<file path="src/hdl/fgas_pkg.sv">
// Package: constants for the flash guard and security block
package fgas_pkg;
	// ----------------------------------------
	// Register addresses
	// ----------------------------------------
	localparam logic [15:0] FGAS_DIV_ADDR = 16'h1820;
	localparam logic [15:0] FGAS_OPT_ADDR = 16'h1821;
	localparam logic [15:0] FGAS_CFG_ADDR = 16'h1823;
	localparam logic [15:0] FGAS_PROT_ADDR = 16'h1824;
	localparam logic [15:0] FGAS_STAT_ADDR = 16'h1825;
	localparam logic [15:0] FGAS_CMD_ADDR = 16'h1826;
	localparam logic [15:0] FGAS_CTL_FIRST = 16'h1820;
	localparam logic [15:0] FGAS_CTL_LAST = 16'h1826;
	localparam logic [15:0] FGAS_NV_PROTECTION_BYTE_ADDR = 16'hffbd;
	localparam logic [15:0] FGAS_NV_OPTION_BYTE_ADDR = 16'hffbf;
	localparam logic [15:0] FGAS_KEY_ADDR = 16'hffb0;
	localparam logic [15:0] FGAS_ARRAY_BASE = 16'he000;
	localparam logic [15:0] FGAS_ARRAY_TOP = 16'hffff;
	localparam logic [15:0] FGAS_RAM_BASE = 16'h0080;
	localparam logic [15:0] FGAS_RAM_LAST = 16'h027f;
	localparam logic [15:0] FGAS_VEC_FIRST = 16'hffc0;
	localparam logic [15:0] FGAS_VEC_LAST = 16'hfffd;
	localparam int FGAS_KEY_BYTES = 8;
	// ----------------------------------------
	// Field positions
	// ----------------------------------------
	localparam int FGAS_ST_CBEF = 7;
	localparam int FGAS_ST_CCF = 6;
	localparam int FGAS_ST_PVIOL = 5;
	localparam int FGAS_ST_ACCERR = 4;
	localparam int FGAS_CFG_KEY_ACCESS_BIT = 5;
	localparam int FGAS_OPT_BACKDOOR_ENABLE_BIT = 7;
	localparam int FGAS_OPT_NORED = 6;
	localparam int FGAS_PROT_DIS = 0;
	localparam int FGAS_BLOCK_BITS = 9;
	localparam logic [1:0] FGAS_SEC_OPEN = 2'b10;
	localparam logic [7:0] FGAS_PROT_RESET = 8'hff;
	localparam logic [7:0] FGAS_OPT_RESET = 8'hff;
	// ----------------------------------------
	// Command codes
	// ----------------------------------------
	localparam logic [7:0] FGAS_CMD_BLANK = 8'h05;
	localparam logic [7:0] FGAS_CMD_BYTE = 8'h20;
	localparam logic [7:0] FGAS_CMD_BURST = 8'h25;
	localparam logic [7:0] FGAS_CMD_PAGE = 8'h40;
	localparam logic [7:0] FGAS_CMD_MASS = 8'h41;
	// ----------------------------------------
	// Command sequence states
	// ----------------------------------------
	typedef enum logic [1:0] {
		FGAS_IDLE = 2'b00,
		FGAS_ARRAY = 2'b01,
		FGAS_CODE = 2'b10,
		FGAS_RUN = 2'b11
	} fgas_seq_e;
endpackage

</file>
<file path="src/hdl/fgas_key.sv">
// Backdoor key comparison
`timescale 1ns/100ps
module fgas_key
	import fgas_pkg::*;
#(
	parameter int KEY_BYTES = FGAS_KEY_BYTES
)
(
	input wire logic clk_in,
	input wire logic rst_n_in,
	input wire logic key_access_in,
	input wire logic key_wr_in,
	input wire logic [2:0] key_index_in,
	input wire logic [7:0] key_data_in,
	input wire logic [8*KEY_BYTES-1:0] stored_key_in,
	output logic unlock_out
);
	import fgas_pkg::*;
	logic [3:0] count;
	logic bad;
	logic prev_wr;
	logic prev_access;

	// ----------------------------------------
	// Comparison
	// ----------------------------------------
	// Out-of-order, adjacent-cycle or wrong bytes spoil the attempt
	always_ff @(posedge clk_in or negedge rst_n_in)
	begin
		if (!rst_n_in)
		begin
			count <= 4'h0;
			bad <= 1'b0;
			prev_wr <= 1'b0;
			prev_access <= 1'b0;
		end
		else
		begin
			prev_wr <= key_wr_in;
			prev_access <= key_access_in;
			if (key_access_in && !prev_access)
			begin
				count <= 4'h0;
				bad <= 1'b0;
			end
			else if (key_wr_in)
			begin
				count <= count + 4'h1;
				if (prev_wr || key_index_in != count[2:0] || count >= 4'(KEY_BYTES) ||
					key_data_in != stored_key_in[8*key_index_in +: 8])
					bad <= 1'b1;
			end
		end
	end

	// Mismatch simply produces no pulse
	assign unlock_out = prev_access && !key_access_in && !bad && count == 4'(KEY_BYTES);
endmodule

</file>
<file path="src/hdl/fgas_protect.sv">
// Block protection boundary and vector redirection
`timescale 1ns/100ps
module fgas_protect
	import fgas_pkg::*;
(
	input wire logic [7:0] prot_in,
	input wire logic no_redirect_in,
	input wire logic [15:0] addr_in,
	input wire logic vector_fetch_in,
	output logic addr_protected_out,
	output logic any_protected_out,
	output logic [15:0] fetch_addr_out
);
	logic [15:0] last_unprot;
	logic prot_on;
	logic partial;
	logic in_vec;

	// ----------------------------------------
	// Boundary
	// ----------------------------------------
	assign last_unprot = {prot_in[7:1], {FGAS_BLOCK_BITS{1'b1}}};
	assign prot_on = !prot_in[FGAS_PROT_DIS];
	assign addr_protected_out = prot_on && (addr_in > last_unprot);
	assign any_protected_out = prot_on && (last_unprot != FGAS_ARRAY_TOP);
	// Whole-array protection leaves nowhere to redirect to
	assign partial = any_protected_out && (last_unprot >= FGAS_ARRAY_BASE);

	// ----------------------------------------
	// Redirection
	// ----------------------------------------
	// Reset vector lies above the range, so it is never moved
	assign in_vec = (addr_in >= FGAS_VEC_FIRST) && (addr_in <= FGAS_VEC_LAST);
	always_comb
	begin
		fetch_addr_out = addr_in;
		if (vector_fetch_in && in_vec && partial && !no_redirect_in)
			fetch_addr_out = {last_unprot[15:6], addr_in[5:0]};
	end
endmodule

</file>
<file path="src/hdl/fgas_top.sv">
// Flash guard: access errors, block protection, vector redirection, security
`timescale 1ns/100ps
module fgas_top
	import fgas_pkg::*;
(
	input wire logic clk_in,
	input wire logic arst_n_in,
	input wire logic bus_valid_in,
	input wire logic bus_write_in,
	input wire logic [15:0] bus_addr_in,
	input wire logic [7:0] bus_wdata_in,
	input wire logic bus_from_debug_in,
	input wire logic bus_secure_code_in,
	input wire logic bus_vector_fetch_in,
	output logic [7:0] bus_rdata_out,
	output logic [15:0] mem_addr_out,
	input wire logic [7:0] mem_rdata_in,
	output logic ram_write_out,
	input wire logic [7:0] nv_protection_byte_in,
	input wire logic [7:0] nv_option_byte_in,
	input wire logic [63:0] backdoor_key_bytes_in,
	output logic cmd_launch_out,
	output logic [7:0] cmd_code_out,
	output logic [15:0] cmd_addr_out,
	output logic [7:0] cmd_data_out,
	output logic cmd_abort_out,
	input wire logic cmd_done_in,
	input wire logic blank_ok_in,
	input wire logic stop_mode_in,
	input wire logic background_mode_pin_in,
	input wire logic debug_enable_req_in,
	output logic debug_enable_out,
	output logic active_background_out,
	output logic secured_out
);
	import fgas_pkg::*;

	// ----------------------------------------
	// Helpers
	// ----------------------------------------
	function automatic logic in_range(input logic [15:0] a, input logic [15:0] lo, input logic [15:0] hi);
		in_range = (a >= lo) && (a <= hi);
	endfunction

	function automatic logic valid_code(input logic [7:0] c);
		valid_code = c == FGAS_CMD_BLANK || c == FGAS_CMD_BYTE || c == FGAS_CMD_BURST ||
			c == FGAS_CMD_PAGE || c == FGAS_CMD_MASS;
	endfunction

	logic rst_meta;
	logic rst_n;
	logic loaded;
	logic [7:0] prot;
	logic [7:0] opt;
	logic [6:0] div;
	logic div_loaded;
	logic key_access;
	logic accerr;
	logic pviol;
	logic unlocked;
	fgas_seq_e state;
	fgas_seq_e next_state;
	logic set_err;
	logic launch;
	logic prot_hit;
	logic any_prot;
	logic unlock_key;
	logic secured;
	logic ctl_hit;
	logic arr_hit;
	logic ram_hit;
	logic ctl_wr;
	logic ctl_rd;
	logic arr_wr;
	logic key_wr;
	logic blocked;
	logic cmd_wr_ok;
	logic erase_prog_blocked;

	// ----------------------------------------
	// Reset release
	// ----------------------------------------
	always_ff @(posedge clk_in or negedge arst_n_in)
	begin
		if (!arst_n_in)
		begin
			rst_meta <= 1'b0;
			rst_n <= 1'b0;
		end
		else
		begin
			rst_meta <= 1'b1;
			rst_n <= rst_meta;
		end
	end

	// ----------------------------------------
	// Decode
	// ----------------------------------------
	assign ctl_hit = bus_valid_in && in_range(bus_addr_in, FGAS_CTL_FIRST, FGAS_CTL_LAST);
	assign arr_hit = bus_valid_in && in_range(bus_addr_in, FGAS_ARRAY_BASE, FGAS_ARRAY_TOP);
	assign ram_hit = bus_valid_in && in_range(bus_addr_in, FGAS_RAM_BASE, FGAS_RAM_LAST);
	assign ctl_wr = ctl_hit && bus_write_in;
	assign ctl_rd = ctl_hit && !bus_write_in;
	assign key_wr = arr_hit && bus_write_in && key_access && bus_secure_code_in && !bus_from_debug_in &&
		in_range(bus_addr_in, FGAS_KEY_ADDR, FGAS_KEY_ADDR + 16'h0007);
	// Key-range writes in key access mode never start a command
	assign arr_wr = arr_hit && bus_write_in && !(key_access &&
		in_range(bus_addr_in, FGAS_KEY_ADDR, FGAS_KEY_ADDR + 16'h0007));
	assign secured = !unlocked && opt[1:0] != FGAS_SEC_OPEN;
	assign blocked = secured && (bus_from_debug_in || !bus_secure_code_in);
	assign secured_out = secured;
	assign debug_enable_out = debug_enable_req_in && !secured;
	assign ram_write_out = ram_hit && bus_write_in && !blocked;

	// ----------------------------------------
	// Nonvolatile reload and option bytes
	// ----------------------------------------
	// Straps and the background pin are caught on the first clock after release
	always_ff @(posedge clk_in or negedge rst_n)
	begin
		if (!rst_n)
		begin
			loaded <= 1'b0;
			opt <= FGAS_OPT_RESET;
			active_background_out <= 1'b0;
		end
		else if (!loaded)
		begin
			loaded <= 1'b1;
			opt <= nv_option_byte_in;
			active_background_out <= !background_mode_pin_in;
		end
	end

	always_ff @(posedge clk_in or negedge rst_n)
	begin
		if (!rst_n)
			prot <= FGAS_PROT_RESET;
		else if (!loaded)
			prot <= nv_protection_byte_in;
		else if (ctl_wr && bus_addr_in == FGAS_PROT_ADDR && bus_from_debug_in)
			prot <= bus_wdata_in;
	end

	// ----------------------------------------
	// Divider and key access
	// ----------------------------------------
	always_ff @(posedge clk_in or negedge rst_n)
	begin
		if (!rst_n)
		begin
			div <= 7'h00;
			div_loaded <= 1'b0;
		end
		else if (ctl_wr && bus_addr_in == FGAS_DIV_ADDR && !div_loaded && !accerr && state == FGAS_IDLE)
		begin
			div <= bus_wdata_in[6:0];
			div_loaded <= 1'b1;
		end
	end

	always_ff @(posedge clk_in or negedge rst_n)
	begin
		if (!rst_n)
			key_access <= 1'b0;
		else if (ctl_wr && bus_addr_in == FGAS_CFG_ADDR && state == FGAS_IDLE)
			key_access <= bus_wdata_in[FGAS_CFG_KEY_ACCESS_BIT] && opt[FGAS_OPT_BACKDOOR_ENABLE_BIT];
	end

	// ----------------------------------------
	// Protection and key units
	// ----------------------------------------
	fgas_protect u_protect (
		.prot_in(prot),
		.no_redirect_in(opt[FGAS_OPT_NORED]),
		.addr_in(bus_addr_in),
		.vector_fetch_in(bus_vector_fetch_in),
		.addr_protected_out(),
		.any_protected_out(any_prot),
		.fetch_addr_out(mem_addr_out)
	);

	fgas_protect u_cmd_protect (
		.prot_in(prot),
		.no_redirect_in(1'b1),
		.addr_in(cmd_addr_out),
		.vector_fetch_in(1'b0),
		.addr_protected_out(prot_hit),
		.any_protected_out(),
		.fetch_addr_out()
	);

	fgas_key #(
		.KEY_BYTES(FGAS_KEY_BYTES)
	) u_key (
		.clk_in(clk_in),
		.rst_n_in(rst_n),
		.key_access_in(key_access),
		.key_wr_in(key_wr),
		.key_index_in(bus_addr_in[2:0]),
		.key_data_in(bus_wdata_in),
		.stored_key_in(backdoor_key_bytes_in),
		.unlock_out(unlock_key)
	);

	always_ff @(posedge clk_in or negedge rst_n)
	begin
		if (!rst_n)
			unlocked <= 1'b0;
		else if ((unlock_key && opt[FGAS_OPT_BACKDOOR_ENABLE_BIT]) || blank_ok_in)
			unlocked <= 1'b1;
	end

	// ----------------------------------------
	// Command sequence checking
	// ----------------------------------------
	assign cmd_wr_ok = valid_code(bus_wdata_in) && !(bus_from_debug_in && secured &&
		(bus_wdata_in == FGAS_CMD_BYTE || bus_wdata_in == FGAS_CMD_BURST || bus_wdata_in == FGAS_CMD_PAGE));
	assign erase_prog_blocked = (cmd_code_out == FGAS_CMD_MASS) ? any_prot :
		(cmd_code_out != FGAS_CMD_BLANK && prot_hit);

	always_comb
	begin
		next_state = state;
		set_err = 1'b0;
		launch = 1'b0;
		unique case (state)
			FGAS_IDLE:
			begin
				if (arr_wr && !accerr)
				begin
					if (!div_loaded)
						set_err = 1'b1;
					else
						next_state = FGAS_ARRAY;
				end
			end
			FGAS_ARRAY:
			begin
				if (arr_wr)
					set_err = 1'b1;
				else if (ctl_wr && bus_addr_in != FGAS_CMD_ADDR)
					set_err = 1'b1;
				else if (ctl_wr && !cmd_wr_ok)
					set_err = 1'b1;
				else if (ctl_wr)
					next_state = FGAS_CODE;
			end
			FGAS_CODE:
			begin
				if (arr_wr || (ctl_wr && bus_addr_in == FGAS_CMD_ADDR))
					set_err = 1'b1;
				else if (ctl_rd || (ctl_wr && bus_addr_in != FGAS_STAT_ADDR))
					set_err = 1'b1;
				else if (ctl_wr && !bus_wdata_in[FGAS_ST_CBEF])
					set_err = 1'b1;
				else if (ctl_wr)
					launch = 1'b1;
			end
			FGAS_RUN:
			begin
				if (arr_wr)
					set_err = 1'b1;
				else if (stop_mode_in)
					set_err = 1'b1;
			end
		endcase
		if (set_err)
			next_state = FGAS_IDLE;
		else if (launch)
			next_state = erase_prog_blocked ? FGAS_IDLE : FGAS_RUN;
		else if (state == FGAS_RUN && cmd_done_in)
			next_state = FGAS_IDLE;
	end

	always_ff @(posedge clk_in or negedge rst_n)
	begin
		if (!rst_n)
			state <= FGAS_IDLE;
		else
			state <= next_state;
	end

	// Buffer contents follow the accepted writes only
	always_ff @(posedge clk_in or negedge rst_n)
	begin
		if (!rst_n)
		begin
			cmd_addr_out <= 16'h0000;
			cmd_data_out <= 8'h00;
			cmd_code_out <= 8'h00;
		end
		else if (state == FGAS_IDLE && next_state == FGAS_ARRAY)
		begin
			cmd_addr_out <= bus_addr_in;
			cmd_data_out <= bus_wdata_in;
		end
		else if (state == FGAS_ARRAY && next_state == FGAS_CODE)
			cmd_code_out <= bus_wdata_in;
	end

	always_ff @(posedge clk_in or negedge rst_n)
	begin
		if (!rst_n)
		begin
			cmd_launch_out <= 1'b0;
			cmd_abort_out <= 1'b0;
		end
		else
		begin
			cmd_launch_out <= launch && !set_err && !erase_prog_blocked;
			cmd_abort_out <= state == FGAS_RUN && stop_mode_in && !arr_wr;
		end
	end

	// ----------------------------------------
	// Status flags
	// ----------------------------------------
	// Set wins over a write-one clear in the same cycle
	always_ff @(posedge clk_in or negedge rst_n)
	begin
		if (!rst_n)
		begin
			accerr <= 1'b0;
			pviol <= 1'b0;
		end
		else
		begin
			if (set_err)
				accerr <= 1'b1;
			else if (ctl_wr && bus_addr_in == FGAS_STAT_ADDR && bus_wdata_in[FGAS_ST_ACCERR])
				accerr <= 1'b0;
			if (launch && erase_prog_blocked)
				pviol <= 1'b1;
			else if (ctl_wr && bus_addr_in == FGAS_STAT_ADDR && bus_wdata_in[FGAS_ST_PVIOL])
				pviol <= 1'b0;
		end
	end

	// ----------------------------------------
	// Read data
	// ----------------------------------------
	always_ff @(posedge clk_in or negedge rst_n)
	begin
		if (!rst_n)
			bus_rdata_out <= 8'h00;
		else if (ctl_rd)
		begin
			unique case (bus_addr_in)
				FGAS_DIV_ADDR: bus_rdata_out <= {div_loaded, div};
				FGAS_OPT_ADDR: bus_rdata_out <= {opt[7:6], 4'h0, secured ? opt[1:0] : FGAS_SEC_OPEN};
				FGAS_CFG_ADDR: bus_rdata_out <= {2'h0, key_access, 5'h00};
				FGAS_PROT_ADDR: bus_rdata_out <= prot;
				FGAS_STAT_ADDR: bus_rdata_out <= {state != FGAS_RUN && state != FGAS_CODE && state != FGAS_ARRAY,
					state != FGAS_RUN, pviol, accerr, 4'h0};
				default: bus_rdata_out <= 8'h00;
			endcase
		end
		else if (bus_valid_in && !bus_write_in)
			bus_rdata_out <= ((arr_hit || ram_hit) && blocked) ? 8'h00 : mem_rdata_in;
	end
endmodule

</file>
<file path="config.mk">
export PLATFORM = sky130hd
export DESIGN_NAME = fgas_top
export DESIGN_NICKNAME = d
export VERILOG_FILES = /design/src/hdl/fgas_pkg.sv /design/src/hdl/fgas_key.sv /design/src/hdl/fgas_protect.sv /design/src/hdl/fgas_top.sv
export SDC_FILE = /design/constraint.sdc
export NUM_CORES = 1
export LEC_CHECK = 0
export BUFFER_PORTS_ARGS = -buffer_cell sky130_fd_sc_hd__clkbuf_2
export CAP_MARGIN = 20
export CORE_MARGIN = 10
export CORE_UTILIZATION = 35
export CTS_CLUSTER_DIAMETER = 30
export DETAILED_ROUTE_END_ITERATION = 8
export SLEW_MARGIN = 15
export SYNTH_ARGS = -nofsm -noshare
export SYNTH_HDL_FRONTEND = slang
export SYNTH_SLANG_ARGS = --single-unit
</file>
<file path="constraint.sdc">
create_clock -name clk_in -period 6.3 [get_ports clk_in]
set_input_delay 0.315 -clock clk_in [delete_from_list [all_inputs] [get_ports clk_in]]
set_output_delay 0.315 -clock clk_in [all_outputs]
set_load 0.01 [all_outputs]
</file>
Word level (Yosys, flattened, before mapping)
Cells that the tools add are included.

Bits in registers: 83. Output and inout bits: 62. Word-level logic and storage cells: 223.

$add $sub $neg: 1. Magnitude comparators: 13. Eq/ne operators: 29. Shift-type cells: 1. Muxes and demuxes: 45. Bitwise operators: 1. Reduce and logical (&&, ||, !) cells: 110.

Operators by type and width (number): 16-bit by 13-bit == test with 1-bit output (second input constant) (6); 1-bit logical AND (67); 16-bit >= comparator (second input constant) (4); 64-bit by 7-bit variable part select with 8-bit output (1); 16-bit less-or-equal comparator (second input constant) (3); 8-bit 2-to-1 mux (5); 8-bit case mux with 5 select lines (1); 16-bit by 13-bit != test with 1-bit output (second input constant) (2); 8-bit by 7-bit == test with 1-bit output (second input constant) (3); 1-bit 2-to-1 mux (23); 2-bit 2-to-1 mux (11); 1-bit zero test (21); 8-bit by 6-bit == test with 1-bit output (second input constant) (2); 16-bit by 13-bit >= comparator with 1-bit output (second input constant) (1); 16-bit by 8-bit >= comparator with 1-bit output (second input constant) (1); 16-bit > comparator (1); 16-bit by 10-bit less-or-equal comparator with 1-bit output (second input constant) (1); 16-bit by 13-bit less-or-equal comparator with 1-bit output (second input constant) (1); 16-bit 2-to-1 mux (1); 1-bit logical OR (14); 2-bit nonzero test (5); 8-bit by 3-bit == test with 1-bit output (second input constant) (1); 4-bit 2-to-1 mux (2); 8-bit by 3-bit != test with 1-bit output (second input constant) (1); other kinds (15) (22).

Depth between registers and ports, before layout
Depth in word-level cells: 19. Gate-level depth with buffers: 8.

By module
Synthesis repeated with hierarchy kept, for this count alone.

Cell total of the unflattened synthesis: 473. Area, all modules: 5210.0 um^2.

Modules (own cells, without submodules): fgas_top (instances 1, cells each 295, area each 3508.4 um^2); fgas_key (instances 1, cells each 74, area each 948.4 um^2); fgas_protect (instances 2, cells each 52, area each 376.6 um^2).

Worst setup path before layout
Ideal clock, no wire load.

Path kind: in2reg. Start point: input port bus_addr_in[10]. End point: register cmd_code_out[0]. Setup time: 125 ps. Arrival time: 2374 ps. Data required time: 6175 ps. Setup slack: 3801 ps. Stages on the path: 6. Cells stage by stage: or4_4 > or4_1 > or4_1 > nor3_2 > nand2_2 > mux2_2.

Word-level cells in the longest chain between the ends: 16. Elaborated cells between the ends (all ways): 57.

Ends and longest elaborated chain: start: declaration (RTL line fgas_top.sv:10) `input wire logic [15:0] bus_addr_in,`; 16-bit by 13-bit >= comparator with 1-bit output / 16-bit by 13-bit less-or-equal comparator with 1-bit output (equally long branches) (RTL line fgas_top.sv:42) `in_range = (a >= lo) && (a <= hi);`; 1-bit logical AND (RTL line fgas_top.sv:42); 1-bit logical AND (RTL line fgas_top.sv:100) `assign ctl_hit = bus_valid_in && in_range(bus_addr_in, FGAS_CTL_FIRST, FGAS_CTL_LAST);`; 1-bit logical AND (RTL line fgas_top.sv:103) `assign ctl_wr = ctl_hit && bus_write_in;`; 2-bit 2-to-1 mux / 1-bit logical AND (equally long branches) (RTL line fgas_top.sv:247, fgas_top.sv:245); 2-bit 2-to-1 mux (RTL line fgas_top.sv:245) `else if (ctl_wr && !cmd_wr_ok)`; 2-bit 2-to-1 mux (RTL line fgas_top.sv:243) `else if (ctl_wr && bus_addr_in != FGAS_CMD_ADDR)`; 2-bit 2-to-1 mux (RTL line fgas_top.sv:241) `if (arr_wr)`; 2-bit case mux with 2 select lines (RTL line fgas_top.sv:228) `unique case (state)`; 2-bit 2-to-1 mux (RTL line fgas_top.sv:273) `else if (state == FGAS_RUN && cmd_done_in)`; 2-bit 2-to-1 mux (RTL line fgas_top.sv:271) `else if (launch)`; 2-bit 2-to-1 mux * (RTL line fgas_top.sv:269) `if (set_err)`; 2-bit by 1-bit == test with 1-bit output (RTL line fgas_top.sv:294) `else if (state == FGAS_IDLE && next_state == FGAS_ARRAY)`; 1-bit logical AND (RTL line fgas_top.sv:294); 1-bit inverter (no source line); 2-bit AND reduction (no source line) *; end signal: assignment (RTL line fgas_top.sv:300) `cmd_code_out <= bus_wdata_in;`; end: declaration (RTL line fgas_top.sv:23) `output logic [7:0] cmd_code_out,`.

Every way passes the cells marked *; elsewhere a longest branch is shown, timed or not. A chain may end at the register's enable or synchronous reset.

Worst setup path in the final report
Start point: input port bus_addr_in[10]. End point: register cmd_code_out[2].

Same word-level chain as after synthesis.

==> out/metrics.yaml <==
core-area_um2: 13200
hold_slack_ns: 0.163
antenna_found_initial: 0
synth_edf_count: 0
ys_seq_elements: 79
clock.fmax_ghz: 0.363
die_area_um2: 18600
post_drt_via_cell_ratio: 5.36
outcome: "finished clean"
fill_cells: 1280
peakVddDrop_mv: 0.127
finalWeightedCongestion: 0.893
nets: 748
yosys_warnings: 0
final_util_pct: 45.8
start_kind: "input pin"
leakagePower_nw: 3.01
worstMarginPinSlew_ns: 1.04
crit_path_max_incr_delay_ns: 0.73
wire_per_inst_um: 20.4
synth.top_cell.area_share_pct: 35.4
insertion_delay_ns: 0.35
relSlewSlack_pct: 30.0
arrival_ns: 2.98
seqPwrFrac_pct: 43.7
grt_overflow: 0
drc: 0
fin_tns_setup_ns: 0
final_max_slew_viol_count: 0
die_y_um: 136
setup_ws_ns: 3.55
first_global_vias: 4590
cp.required_ns: 6.52
yosys_most_used_dff: "dfrtp_1"
yosysUniqueCellTypes: 59
post-route-period-util_pct: 43.7
power_frac_clock_pct: 42.1
pin_count: 186
cts_max_path_buffers: 2
dp_worst_setup_slack_ns: 3.22
start_util_pct: 35.8
layout_min_cycle_time_ns: 2.75
p_sw_w: 0.000322
synthCells: 455
drt_wl_total_mm: 16.2
p_per_area_nw_per_um2: 207
synthTopCellsByArea: "dfrtp_1 (35%), mux2_2 (8.3%), mux4_2 (7.6%), dfstp_2 (6.7%), nor2_1 (2.9%)"
cts.clk_slew.worst_paths_ns: 0.06
place_hpwl_mm: 12.9
layout_common_cells: "clkbuf_2 (181), dfrtp_1 (66), nor2_1 (37)"
fin_skew_ns: 0.00967
cts_tree: "yes"
std_cell_rows: 42
critical_path.cell_chain: "clkbuf_2, or4_4, or4_1, or4_1, nor3_2, nand2_2, mux2_2"
numCtsBuffers: 9
ys_seq_area_share_pct: 42.1
final_common_cell: "clkbuf_2"
grt_usage_pct: 17.7
timing.final.hold_violations: 0
vias: 4270
slowest_stage: "or4_1"
power_w: 0.00125
ant_nets: 0
setup_viol: 0
combPwrFrac_pct: 14.2
cts_root_buffer: "clkbuf_16"
criticalPathCategory: "in2reg"
drtPass1Iterations: 4
end_kind: "flip-flop"
ctsHoldBuffers: 1
rsz0062_at_grt: "no"
async_reset_ff_share_pct: 100
ctsResizeCount: 0
drt_iter0_drc: 267
hold_class: "in2reg"
worstPathMaxFanout: 11
syn_to_final_growth_pct: 28.1
cts_num_sinks: 79
cap_violations: 0
htreeDepth: 3
syn_avg_cell_area_um2: 10.4
yosys.area.top_type: "dfrtp_1"
syn_area_um2: 4740
p_sw_share_pct: 25.7
post_cts_buffers: 0
grt_max_degree: 78
grt_pass1_wl_mm: 25.6
numPortBuffers: 181
final_layout_size_suffix_gt1_share_pct: 44.4
fp.dieW_um: 136
n_antenna_cell: 0
p_int_w: 0.000931
path_common_cell: "or4_1"
-- kinds of logic (layout without fill, tap and decap cells) --
group | Yosys count | count (layout) | synth area share, %
simple gates | 165 | 165 | 19.7
flops | 79 | 79 | 42.1
compound gates | 71 | 71 | 9.75
mux | 64 | 64 | 18.7
buf+inv | 51 | 215 | 4.60
xor+xnor | 15 | 15 | 2.77
fa+ha+maj | 9 | 9 | 2.38
other cells | 1 | 2 | 0.0792
-- path summary, 6_finish.rpt --
check	to	startpoint	cells after the start	slack [ns]
min in group asynchronous	rst_n	arst_n_in	2	0.28
setup reg to reg	state[1]	prot[2]	8	3.81
setup / recovery	cmd_code_out[2]	bus_addr_in[10]	7	3.55
max in group asynchronous	opt[6]	rst_n	1	5.39
hold reg to reg	active_background_out	rst_n	0	0.28
hold / removal	active_background_out	background_mode_pin_in	2	0.16
-- power groups by stage --
| stage | Sequential [W] | Combinational [W] | Clock, W |
|---|---|---|---|
| after global routing | 0.000551 | 0.000197 | 0.000560 |
| after detailed placement | 0.000563 | 0.000172 | 0 |
| after global placement | 0.000561 | 0.000168 | 0 |
| after floorplan | 0.000556 | 0.0000955 | 0 |
| final | 0.000548 | 0.000178 | 0.000528 |
| after CTS | 0.000553 | 0.000173 | 0.000537 |
-- worst max-delay path: cells and delay by family --
family                 cells  cell delay (ns)
AND/OR/NAND/NOR            5             2.21
multiplexers               1             0.30
buffers and inverters      1             0.13
-- per-stage QoR --
step / area [um2] / instances
4_1_cts: 6030 / 794
3_3_place_gp: 5720 / 777
2_1_floorplan: 4740 / 456
6_report: 6070 / 796
5_1_grt: 6070 / 796
3_5_place_dp: 5720 / 777
-- synth_stat cells (3+ instances only) --
| master | number |
|---|---|
| a211oi_1 | 3 |
| a21oi_1 | 23 |
| a22oi_1 | 9 |
| and2_1 | 5 |
| and3_1 | 6 |
| buf_1 | 3 |
| buf_2 | 3 |
| buf_4 | 6 |
| clkbuf_1 | 26 |
| dfrtp_1 | 67 |
| dfstp_2 | 12 |
| ha_1 | 9 |
| inv_1 | 13 |
| mux2_2 | 35 |
| mux2i_1 | 13 |
| mux4_2 | 16 |
| nand2_1 | 24 |
| nand2b_1 | 6 |
| nand3_1 | 16 |
| nand3b_1 | 3 |
| nand4_1 | 8 |
| nor2_1 | 37 |
| nor2b_1 | 8 |
| nor3_1 | 13 |
| nor3b_1 | 3 |
| nor4_1 | 10 |
| nor4b_1 | 4 |
| o21ai_0 | 15 |
| or2_2 | 3 |
| or4_1 | 5 |
| xnor2_1 | 11 |
| xor2_1 | 4 |
-- state kept, by name (all words and copies together) (netlist names) --
name,cells
accerr,1
opt,4
pviol,1
u_key.prev_wr,1
prot,8
cmd_abort_out,1
cmd_addr_out,16
active_background_out,1
div,7
loaded,1
cmd_data_out,8
rst_n,1
state,2
u_key.prev_access,1
bus_rdata_out,8
rst_meta,1
div_loaded,1
unlocked,1
cmd_launch_out,1
u_key.count,4
u_key.bad,1
cmd_code_out,8
key_access,1
-- area by class of cell --
type	count	area, um2	area share, %
Inverter	13	48.8	0.804
Sequential cell	79	2000	32.9
Clock buffer	11	243	4.00
Clock inverter	5	57.6	0.948
Multi-Input combinational cell	326	2530	41.7
Tap cell	176	220	3.63
Timing Repair Buffer	186	973	16.0
-- metal layers --
layer | vias to the layer above | wire length (um) | GRT usage (%)
met5 | - | 0 | 0
met4 | 0 | 324 | 6.15
met3 | 28 | 870 | 3.54
met2 | 143 | 8110 | 29.5
met1 | 2108 | 6910 | 22.3
li1 | 1991 | - | -
No activity file was read; power rests on OpenSTA's default activity.
